`src/core/adcs_params.svh`:
```
// Constants of the converter control sequencer: offsets, fields, resets,
// divider counts. Included by the package user files; definitions only.
// Operation
// - Conversion clock is oscillator/2,8,32,4,16,64 or internal RC per select.
// - Channel field, bits 5..3 of main control, picks input 0..7.
// - Writing go while powered starts conversion; bit reads one meanwhile.
// - Go bit reads zero whenever no conversion is running.
// - Completion loads result, clears go bit 2, sets the interrupt flag.
// - Main control bit 0 powers the converter up; zero shuts it off.
// - Main bit 1 and format bits 5..4 always read zero.
// - Format bit picks right or left justification, other bits zero.
// - Four-bit port field sets analog/digital pins by fixed table.
// - References are supplies or input pins three and two per code.
// - Any reset forces all shared pins to analog input mode.
// - Reset clears all control bits, powers off, aborts conversion.
// - Conversion continues in sleep only with the internal RC clock.
// - Result is a 10-bit unsigned value of the selected input.
// - Result found by successive approximation on the held sample.
// - Small variant has five analog inputs, large variant eight.
// - Each conversion takes twelve conversion-clock periods.
// - Power-on reset leaves the result registers unchanged.
`ifndef ADCS_PARAMS_SVH
`define ADCS_PARAMS_SVH

`define ADCS_OFF_MAIN    3'h0
`define ADCS_OFF_FMT     3'h1
`define ADCS_OFF_RESH    3'h2
`define ADCS_OFF_RESL    3'h3
`define ADCS_OFF_FLAG    3'h4

`define ADCS_MAIN_POWER  0
`define ADCS_MAIN_GO     2
`define ADCS_FMT_RIGHT   7
`define ADCS_FMT_CLKHI   6
`define ADCS_FLAG_BIT    0

`define ADCS_MAIN_RESET  8'h00
`define ADCS_FMT_RESET   8'h00
`define ADCS_MASK_RESET  8'hff

`define ADCS_DIV_2       16'h0002
`define ADCS_DIV_4       16'h0004
`define ADCS_DIV_8       16'h0008
`define ADCS_DIV_16      16'h0010
`define ADCS_DIV_32      16'h0020
`define ADCS_DIV_64      16'h0040
`define ADCS_RC_DIV      200
`define ADCS_CONV_TADS   12
`define ADCS_LAST_STEP   4'hb
`define ADCS_TOP_TRIAL   10'h200

`endif

```
`src/core/adcs_pkg.sv`:
```
// Types shared by the converter control sequencer.
// Assumes the constants header is included by the design files.
package adcs_pkg;
  typedef enum logic {adcs_idle, adcs_conv} adcs_state_t;
  typedef logic [9:0] adcs_result_t;
endpackage

```
`src/core/adcs_tad_div.sv`:
```
// Conversion clock divider: one-cycle tick every period cycles.
// Assumes period is at least two and stable while running.
`timescale 1ns/1ps
`default_nettype none
module adcs_tad_div #(
  parameter int W = 16
) (
  input  wire logic         clk,
  input  wire logic         sys_rst,
  input  wire logic         clr,
  input  wire logic         en,
  input  wire logic [W-1:0] period,
  output var  logic         tick
);
  logic [W-1:0] cnt;

  always_ff @(posedge clk) begin
    if (sys_rst || clr) begin
      cnt  <= '0;
      tick <= 1'b0;
    end else if (en) begin
      if (cnt >= period - W'(1)) begin
        cnt  <= '0;
        tick <= 1'b1;
      end else begin
        cnt  <= cnt + W'(1);
        tick <= 1'b0;
      end
    end else begin
      tick <= 1'b0; // Stalled clock holds the count
    end
  end
endmodule // adcs_tad_div
`default_nettype wire

```
`src/core/adcs_top.sv`:
```
// Converter control sequencer: registers, clock select, SAR stepping,
// result justification and pin configuration decode.
// Assumes a comparator answers comp_in for the code on sar_code.
//
// Design decisions made here: the strobed register port and the placing of the registers.
`timescale 1ns/1ps
`default_nettype none
`include "adcs_params.svh"
module adcs_top #(
  parameter int NUM_INPUTS = 8,
  parameter int RC_DIV     = `ADCS_RC_DIV
) (
  input  wire logic       clk,
  input  wire logic       sys_rst,
  input  wire logic [2:0] addr,
  input  wire logic [7:0] wdata,
  input  wire logic       wr,
  input  wire logic       rd,
  input  wire logic       comp_in,
  input  wire logic       sleep_mode,
  output var  logic [7:0] rdata,
  output var  logic [2:0] chan_sel,
  output var  logic       module_on,
  output var  logic       hold,
  output var  logic [9:0] sar_code,
  output var  logic       conv_flag,
  output var  logic [7:0] analog_mask,
  output var  logic       vref_pos_pin,
  output var  logic       vref_neg_pin
);
  adcs_pkg::adcs_state_t state;
  adcs_pkg::adcs_result_t result;
  logic [1:0]  clk_lo;
  logic [2:0]  chan;
  logic        power;
  logic        fmt_right;
  logic        clk_hi;
  logic [3:0]  port_cfg;
  logic [3:0]  step;
  logic [9:0]  trial;
  logic        done;
  logic        tad_tick;
  logic        tad_raw;
  logic        rc_sel;
  logic        stall;
  logic        busy;
  logic [15:0] period;
  logic        wr_main;
  logic        start;
  logic [7:0]  next_rdata;
  logic [7:0]  res_hi;
  logic [7:0]  res_lo;
  logic [7:0]  next_mask;
  logic        next_vpos;
  logic        next_vneg;
  logic [7:0]  exist_mask;

  assign busy    = (state == adcs_pkg::adcs_conv);
  assign wr_main = wr && (addr == `ADCS_OFF_MAIN);
  assign start   = wr_main && wdata[`ADCS_MAIN_GO] &&
                   wdata[`ADCS_MAIN_POWER] && !busy;
  assign rc_sel  = (clk_lo == 2'b11);
  // Oscillator stops in sleep; only the RC source keeps ticking
  assign stall   = sleep_mode && !rc_sel;

  // Control registers
  always_ff @(posedge clk) begin
    if (sys_rst) begin
      {clk_lo, chan, power} <= 6'h00;
    end else if (wr_main) begin
      clk_lo <= wdata[7:6];
      chan   <= wdata[5:3];
      power  <= wdata[`ADCS_MAIN_POWER];
    end
  end

  always_ff @(posedge clk) begin
    if (sys_rst) begin
      fmt_right <= 1'b0;
      clk_hi    <= 1'b0;
      port_cfg  <= 4'h0;
    end else if (wr && addr == `ADCS_OFF_FMT) begin
      fmt_right <= wdata[`ADCS_FMT_RIGHT];
      clk_hi    <= wdata[`ADCS_FMT_CLKHI];
      port_cfg  <= wdata[3:0];
    end
  end

  // Conversion clock selection
  always_comb begin
    case ({clk_hi, clk_lo})
      3'b000:  period = `ADCS_DIV_2;
      3'b001:  period = `ADCS_DIV_8;
      3'b010:  period = `ADCS_DIV_32;
      3'b100:  period = `ADCS_DIV_4;
      3'b101:  period = `ADCS_DIV_16;
      3'b110:  period = `ADCS_DIV_64;
      default: period = 16'(RC_DIV);
    endcase
  end

  adcs_tad_div #(
    .W (16)
  ) u_div (
    .clk     (clk),
    .sys_rst (sys_rst),
    .clr     (!busy),
    .en      (!stall),
    .period  (period),
    .tick    (tad_raw)
  );

  // A tick launched just before sleep must not step a paused conversion
  assign tad_tick = tad_raw && !stall;

  // Sequencer: step 0 holds the sample, 1..10 resolve bits, 11 finishes
  always_ff @(posedge clk) begin
    if (sys_rst) begin
      state <= adcs_pkg::adcs_idle;
      step  <= 4'h0;
      done  <= 1'b0;
    end else begin
      done <= 1'b0;
      case (state)
        adcs_pkg::adcs_idle: begin
          step <= 4'h0;
          if (start) begin
            state <= adcs_pkg::adcs_conv;
          end
        end
        adcs_pkg::adcs_conv: begin
          // Power bit written low aborts at once, not one cycle later
          if (!power || (wr_main && !wdata[`ADCS_MAIN_POWER])) begin
            state <= adcs_pkg::adcs_idle; // Power-off aborts
          end else if (tad_tick) begin
            if (step == `ADCS_LAST_STEP) begin
              state <= adcs_pkg::adcs_idle;
              done  <= 1'b1;
            end else begin
              step <= step + 4'h1;
            end
          end
        end
        default: state <= adcs_pkg::adcs_idle;
      endcase
    end
  end

  // Successive approximation register
  always_ff @(posedge clk) begin
    if (sys_rst) begin
      sar_code <= 10'h000;
      trial    <= 10'h000;
    end else if (start) begin
      sar_code <= `ADCS_TOP_TRIAL;
      trial    <= `ADCS_TOP_TRIAL;
    end else if (busy && tad_tick && step != 4'h0 &&
                 step != `ADCS_LAST_STEP) begin
      sar_code <= (comp_in ? sar_code : (sar_code & ~trial)) |
                  (trial >> 1);
      trial    <= trial >> 1;
    end
  end

  always_ff @(posedge clk) begin
    if (sys_rst) begin
      hold <= 1'b0;
    end else begin
      hold <= busy && power;
    end
  end

  // No reset: contents survive a power-on reset
  always_ff @(posedge clk) begin
    if (busy && tad_tick && step == `ADCS_LAST_STEP) begin
      result <= sar_code;
    end
  end

  always_ff @(posedge clk) begin
    if (sys_rst) begin
      conv_flag <= 1'b0;
    end else if (done) begin
      conv_flag <= 1'b1; // Set wins over a same-cycle clear
    end else if (wr && addr == `ADCS_OFF_FLAG && !wdata[`ADCS_FLAG_BIT]) begin
      conv_flag <= 1'b0;
    end
  end

  // Port configuration table
  always_comb begin
    next_vpos = 1'b0;
    next_vneg = 1'b0;
    case (port_cfg)
      4'h0: next_mask = 8'hff;
      4'h1: begin next_mask = 8'hf7; next_vpos = 1'b1; end
      4'h2: next_mask = 8'h1f;
      4'h3: begin next_mask = 8'h17; next_vpos = 1'b1; end
      4'h4: next_mask = 8'h0b;
      4'h5: begin next_mask = 8'h03; next_vpos = 1'b1; end
      4'h6, 4'h7: next_mask = 8'h00;
      4'h8: begin next_mask = 8'hf3; next_vpos = 1'b1; next_vneg = 1'b1; end
      4'h9: next_mask = 8'h3f;
      4'ha: begin next_mask = 8'h37; next_vpos = 1'b1; end
      4'hb: begin next_mask = 8'h33; next_vpos = 1'b1; next_vneg = 1'b1; end
      4'hc: begin next_mask = 8'h13; next_vpos = 1'b1; next_vneg = 1'b1; end
      4'hd: begin next_mask = 8'h03; next_vpos = 1'b1; next_vneg = 1'b1; end
      4'he: next_mask = 8'h01;
      default: begin next_mask = 8'h01; next_vpos = 1'b1; next_vneg = 1'b1; end
    endcase
  end

  // Pins beyond the package's inputs never report analog
  assign exist_mask = 8'((16'h0001 << NUM_INPUTS) - 16'h0001);

  always_ff @(posedge clk) begin
    if (sys_rst) begin
      analog_mask  <= `ADCS_MASK_RESET & exist_mask;
      vref_pos_pin <= 1'b0;
      vref_neg_pin <= 1'b0;
      chan_sel     <= 3'h0;
      module_on    <= 1'b0;
    end else begin
      analog_mask  <= next_mask & exist_mask;
      vref_pos_pin <= next_vpos;
      vref_neg_pin <= next_vneg;
      chan_sel     <= chan;
      module_on    <= power;
    end
  end

  // Read path: justification applied on read
  always_comb begin
    if (fmt_right) begin
      res_hi = {6'h00, result[9:8]};
      res_lo = result[7:0];
    end else begin
      res_hi = result[9:2];
      res_lo = {result[1:0], 6'h00};
    end
    case (addr)
      `ADCS_OFF_MAIN: next_rdata = {clk_lo, chan, busy, 1'b0, power};
      `ADCS_OFF_FMT:  next_rdata = {fmt_right, clk_hi, 2'b00, port_cfg};
      `ADCS_OFF_RESH: next_rdata = res_hi;
      `ADCS_OFF_RESL: next_rdata = res_lo;
      `ADCS_OFF_FLAG: next_rdata = {7'h00, conv_flag};
      default:        next_rdata = 8'h00;
    endcase
  end

  always_ff @(posedge clk) begin
    if (sys_rst) begin
      rdata <= 8'h00;
    end else if (rd) begin
      rdata <= next_rdata;
    end else begin
      rdata <= 8'h00;
    end
  end

  // Checks
  logic [4:0] tad_seen;
  always_ff @(posedge clk) begin
    if (sys_rst || start) begin
      tad_seen <= 5'h00;
    end else if (busy && tad_tick) begin
      tad_seen <= tad_seen + 5'h01;
    end
  end
endmodule // adcs_top
`default_nettype wire

```
`config.mk`:
```
export PLATFORM = sky130hd
export DESIGN_NAME = adcs_top
export DESIGN_NICKNAME = d
export VERILOG_FILES = /design/src/core/adcs_pkg.sv /design/src/core/adcs_tad_div.sv /design/src/core/adcs_top.sv
export VERILOG_INCLUDE_DIRS = /design/src /design/src/core
export SDC_FILE = /design/constraint.sdc
export NUM_CORES = 1
export LEC_CHECK = 0
export ABC_AREA = 1
export BUFFER_PORTS_ARGS = -buffer_cell sky130_fd_sc_hd__buf_2
export CORE_UTILIZATION = 45
export CTS_CLUSTER_SIZE = 40
export DETAILED_ROUTE_END_ITERATION = 8
export PLACE_DENSITY_LB_ADDON = 0.08
export SLEW_MARGIN = 20
export SYNTH_ARGS = -nofsm -noshare
export SYNTH_HDL_FRONTEND = slang
export SYNTH_HIERARCHICAL = 1
export SYNTH_SLANG_ARGS = --single-unit
```
`constraint.sdc`:
```
create_clock -name clk -period 4.8 [get_ports clk]
set_input_delay 0.24 -clock clk [delete_from_list [all_inputs] [get_ports clk]]
set_output_delay 0.24 -clock clk [all_outputs]
set_load 0.1 [all_outputs]
```
==> out/results.ini <==
[outcome]
outcome=finished, final reports clean

[sta]
fmax_mhz=341
final_period_minus_worst_setup_slack_ns=2.93
timing.max_slew.rel_slack_pct=50.0
clock-skew-final_ns=0.0132
hold_viol_final=0
totalNegativeSetupSlack_ns=0
tightest_slew_ns=0.747
hold-worst-slack_ns=0.180
finalSetupViolCount=0
rsz0062_at_grt=false
final-max-slew-violation-count=0
period_share_pct=61.0

[clock_tree]
htreeDepth=3
cts_resized=0
insertion_delay_ns=0.36
clk_pin_slew_ns=0.10
numCtsBuffers=9
cts_root_buf=clkbuf_8
tritoncts=done
clock_path_buffers=2
cts_hold_buffers=0
cts_num_sinks=88
cts_setup_buffers=0

[synth]
synth.distinct_cells=42
synth_largest_area_cell=dfxtp_1
synth.top_cells.by_count=115 x nand2_1, 78 x dfxtp_1, 76 x inv_1
syn-cell-area_um2=4420
synth_edf_count=10
synth_async_sr_flop_share_pct=0
ys_ff_latch=88
post_synth.cell_area_avg_um2=7.69
synth_area_leaders=dfxtp_1 35%, nand2_1 9.8%, edfxtp_1 6.8%
synth_cells=575
yosysSeqAreaShare_pct=42.1
commonest_register_cell_after_synthesis=dfxtp_1
yosys.area.top_type_share_pct=35.3
post-synth-top-count-cell=nand2_1
ys.warnings.count=6

[worst_setup_path]
worst-endpoint-arrival_ns=3.22
worst_setup_path_end_kind=flop
category_of_the_critical_setup_timing_path=flop to flop
crit_required_ns=5.09
critical_path.max_fanout=16
startpoint_type=flop

[floorplanning]
design.portCount=51
floorplan.initialDensity_pct=47.2
core_area_um2=9370
chipHeight_um=101
chipWidth_um=101
floorplan.rows=35
floorplan.die_area_um2=10200

[global_route]
grt_pass1_vias=3349
use_met1_pct=27.7
grt_util_met3_pct=3.52
global_route.usage.total_pct=19.6
grt-ovfl-total=0
top_usage_layer=met2
grt_first_pass_wirelength_mm=15.6
gr-usage-met2_pct=29.4
grt_antenna_before_repair=0
largest_net_degree_at_the_start_of_global_routing=21

[routing]
post_drt_via_cell_ratio=4.73
drt_drc_violations_left=0
first_pass_iters=4
detail-route-antenna-nets=0
routed_wl_mm=9.24
detail_route.wl_per_cell_um=11.8
detailedRoute.firstIterationViolations=139
via_count=3717

[layout]
area_delta_synth_final_pct=13.8
fillcell_total=949
antenna-diode-count=0
design.final.nets=689
drive_gt1_share_pct=16.7
post-route-cell-area_um2=5030

[placed_design]
dpl_cell_area_um2=4860
buffer_ports.inserted=50
hpwl_mm=7.13
finalWeightedCongestion=0.861

[power]
power_density_nw_per_um2=268
power.ir.vdd_worst_mv=0.155
p_leak_uw=0.00209

[run]
drv.max_cap_violation_count=0

[worst_hold_path]
timing.hold.worst.class=primary input to flop

[metal layers]
layer | wire length (um) | share of wire, % | vias up
li1 | - | - | 1972
met1 | 4740 | 51 | 1664
met2 | 3950 | 43 | 67
met3 | 385 | 4.2 | 14
met4 | 168 | 1.8 | 0
met5 | 0 | 0 | -
[worst max-delay path, stage by stage, from the launching register on]
cell and delay [ns]:
dfxtp_1 0.41, inv_1 0.12, nand2_1 0.10, nor2_1 0.08, nor2_1 0.14, nand3_1 0.11, nor2_1 0.11, nand2_1 0.10
nor2_1 0.21, nand2_1 0.10, xnor2_1 0.14, inv_1 0.06, ha_1 0.28, a21oi_1 0.13, o21ai_0 0.09, a21oi_1 0.13
nand2_1 0.08, nand2_1 0.09, nand2_2 0.20, nor2_1 0.18
[final timing paths]
check / cells past startpoint / startpoint / slack [ns] / endpoint
worst max-delay path: 19 / clk_lo[1] / 1.87 / u_div/cnt[15]
worst max register to register: 19 / clk_lo[1] / 1.87 / u_div/cnt[15]
worst min-delay path: 3 / wdata[1] / 0.18 / port_cfg[1]
worst min register to register: 2 / done / 0.44 / conv_flag
[layout by cell type (no fill, tap or decap), types with 3 or more instances in the layout]
cell type	synthesis	routed
nor2_1	68	68
o21ai_0	32	32
edfxtp_1	10	10
nor2_2	6	6
clkbuf_8	0	9
conb_1	1	27
nor3_1	9	9
a21oi_1	45	45
inv_2	4	4
nand3_1	15	15
a21oi_2	11	11
xnor2_1	9	9
nand2_2	12	12
xor2_1	12	12
a21boi_0	8	8
buf_2	4	50
dfxtp_1	78	78
nand2_1	115	115
inv_1	76	76
nand2_4	3	3
nand4_1	6	6
ha_1	20	20
a31oi_1	3	3
[kinds of logic after synthesis]
| kind of cell | share of synthesized area (%) |
|---|---|
| and+or+nand+nor | 24.8 |
| other | 0.0848 |
| adders and majority gates | 5.66 |
| muxes | 0.226 |
| buffers and inverters | 8.63 |
| AOI/OAI and AO/OA | 14.4 |
| xor gates and xnor gates | 4.16 |
| DFF | 42.1 |
[sequential cells by signal (all words and copies together) (netlist names), 2 cells and up]
name / count
port_cfg: 4
result: 10
analog_mask: 7
rdata: 8
clk_lo: 2
chan_sel: 3
trial: 10
sar_code: 10
u_div/cnt: 16
chan: 3
step: 4
[area by class of cell]
class	count	area [um2]	area share, %
sequential	88	1860	37.0
tap	129	161	3.21
multi-input combinational	422	2280	45.3
clock buffer	10	128	2.53
inverter	81	304	6.04
timing repair buffer	50	250	4.97
clock inverter	6	51.3	1.02
[stage by stage]
| step | util (%) | std cells | worst slack, ns | total power (uW) |
|---|---|---|---|---|
| after CTS | 53.7 | 786 | 1.87 | 1370 |
| after global routing | 53.7 | 786 | 1.58 | 1410 |
| after floorplan | - | 601 | 2.26 | 864 |
| after detailed placement | 51.8 | 770 | 1.92 | 892 |
| final | 53.7 | 786 | 1.87 | 1350 |
| after global placement | 51.8 | 770 | 2.05 | 891 |
[power breakdown]
part	internal, uW	leakage, uW	switching [uW]
Combinational	32.3	0.00126	90.9
Clock	196	0.0000893	279
Sequential	748	0.000742	4.74
No activity file was read; power rests on OpenSTA's default activity.
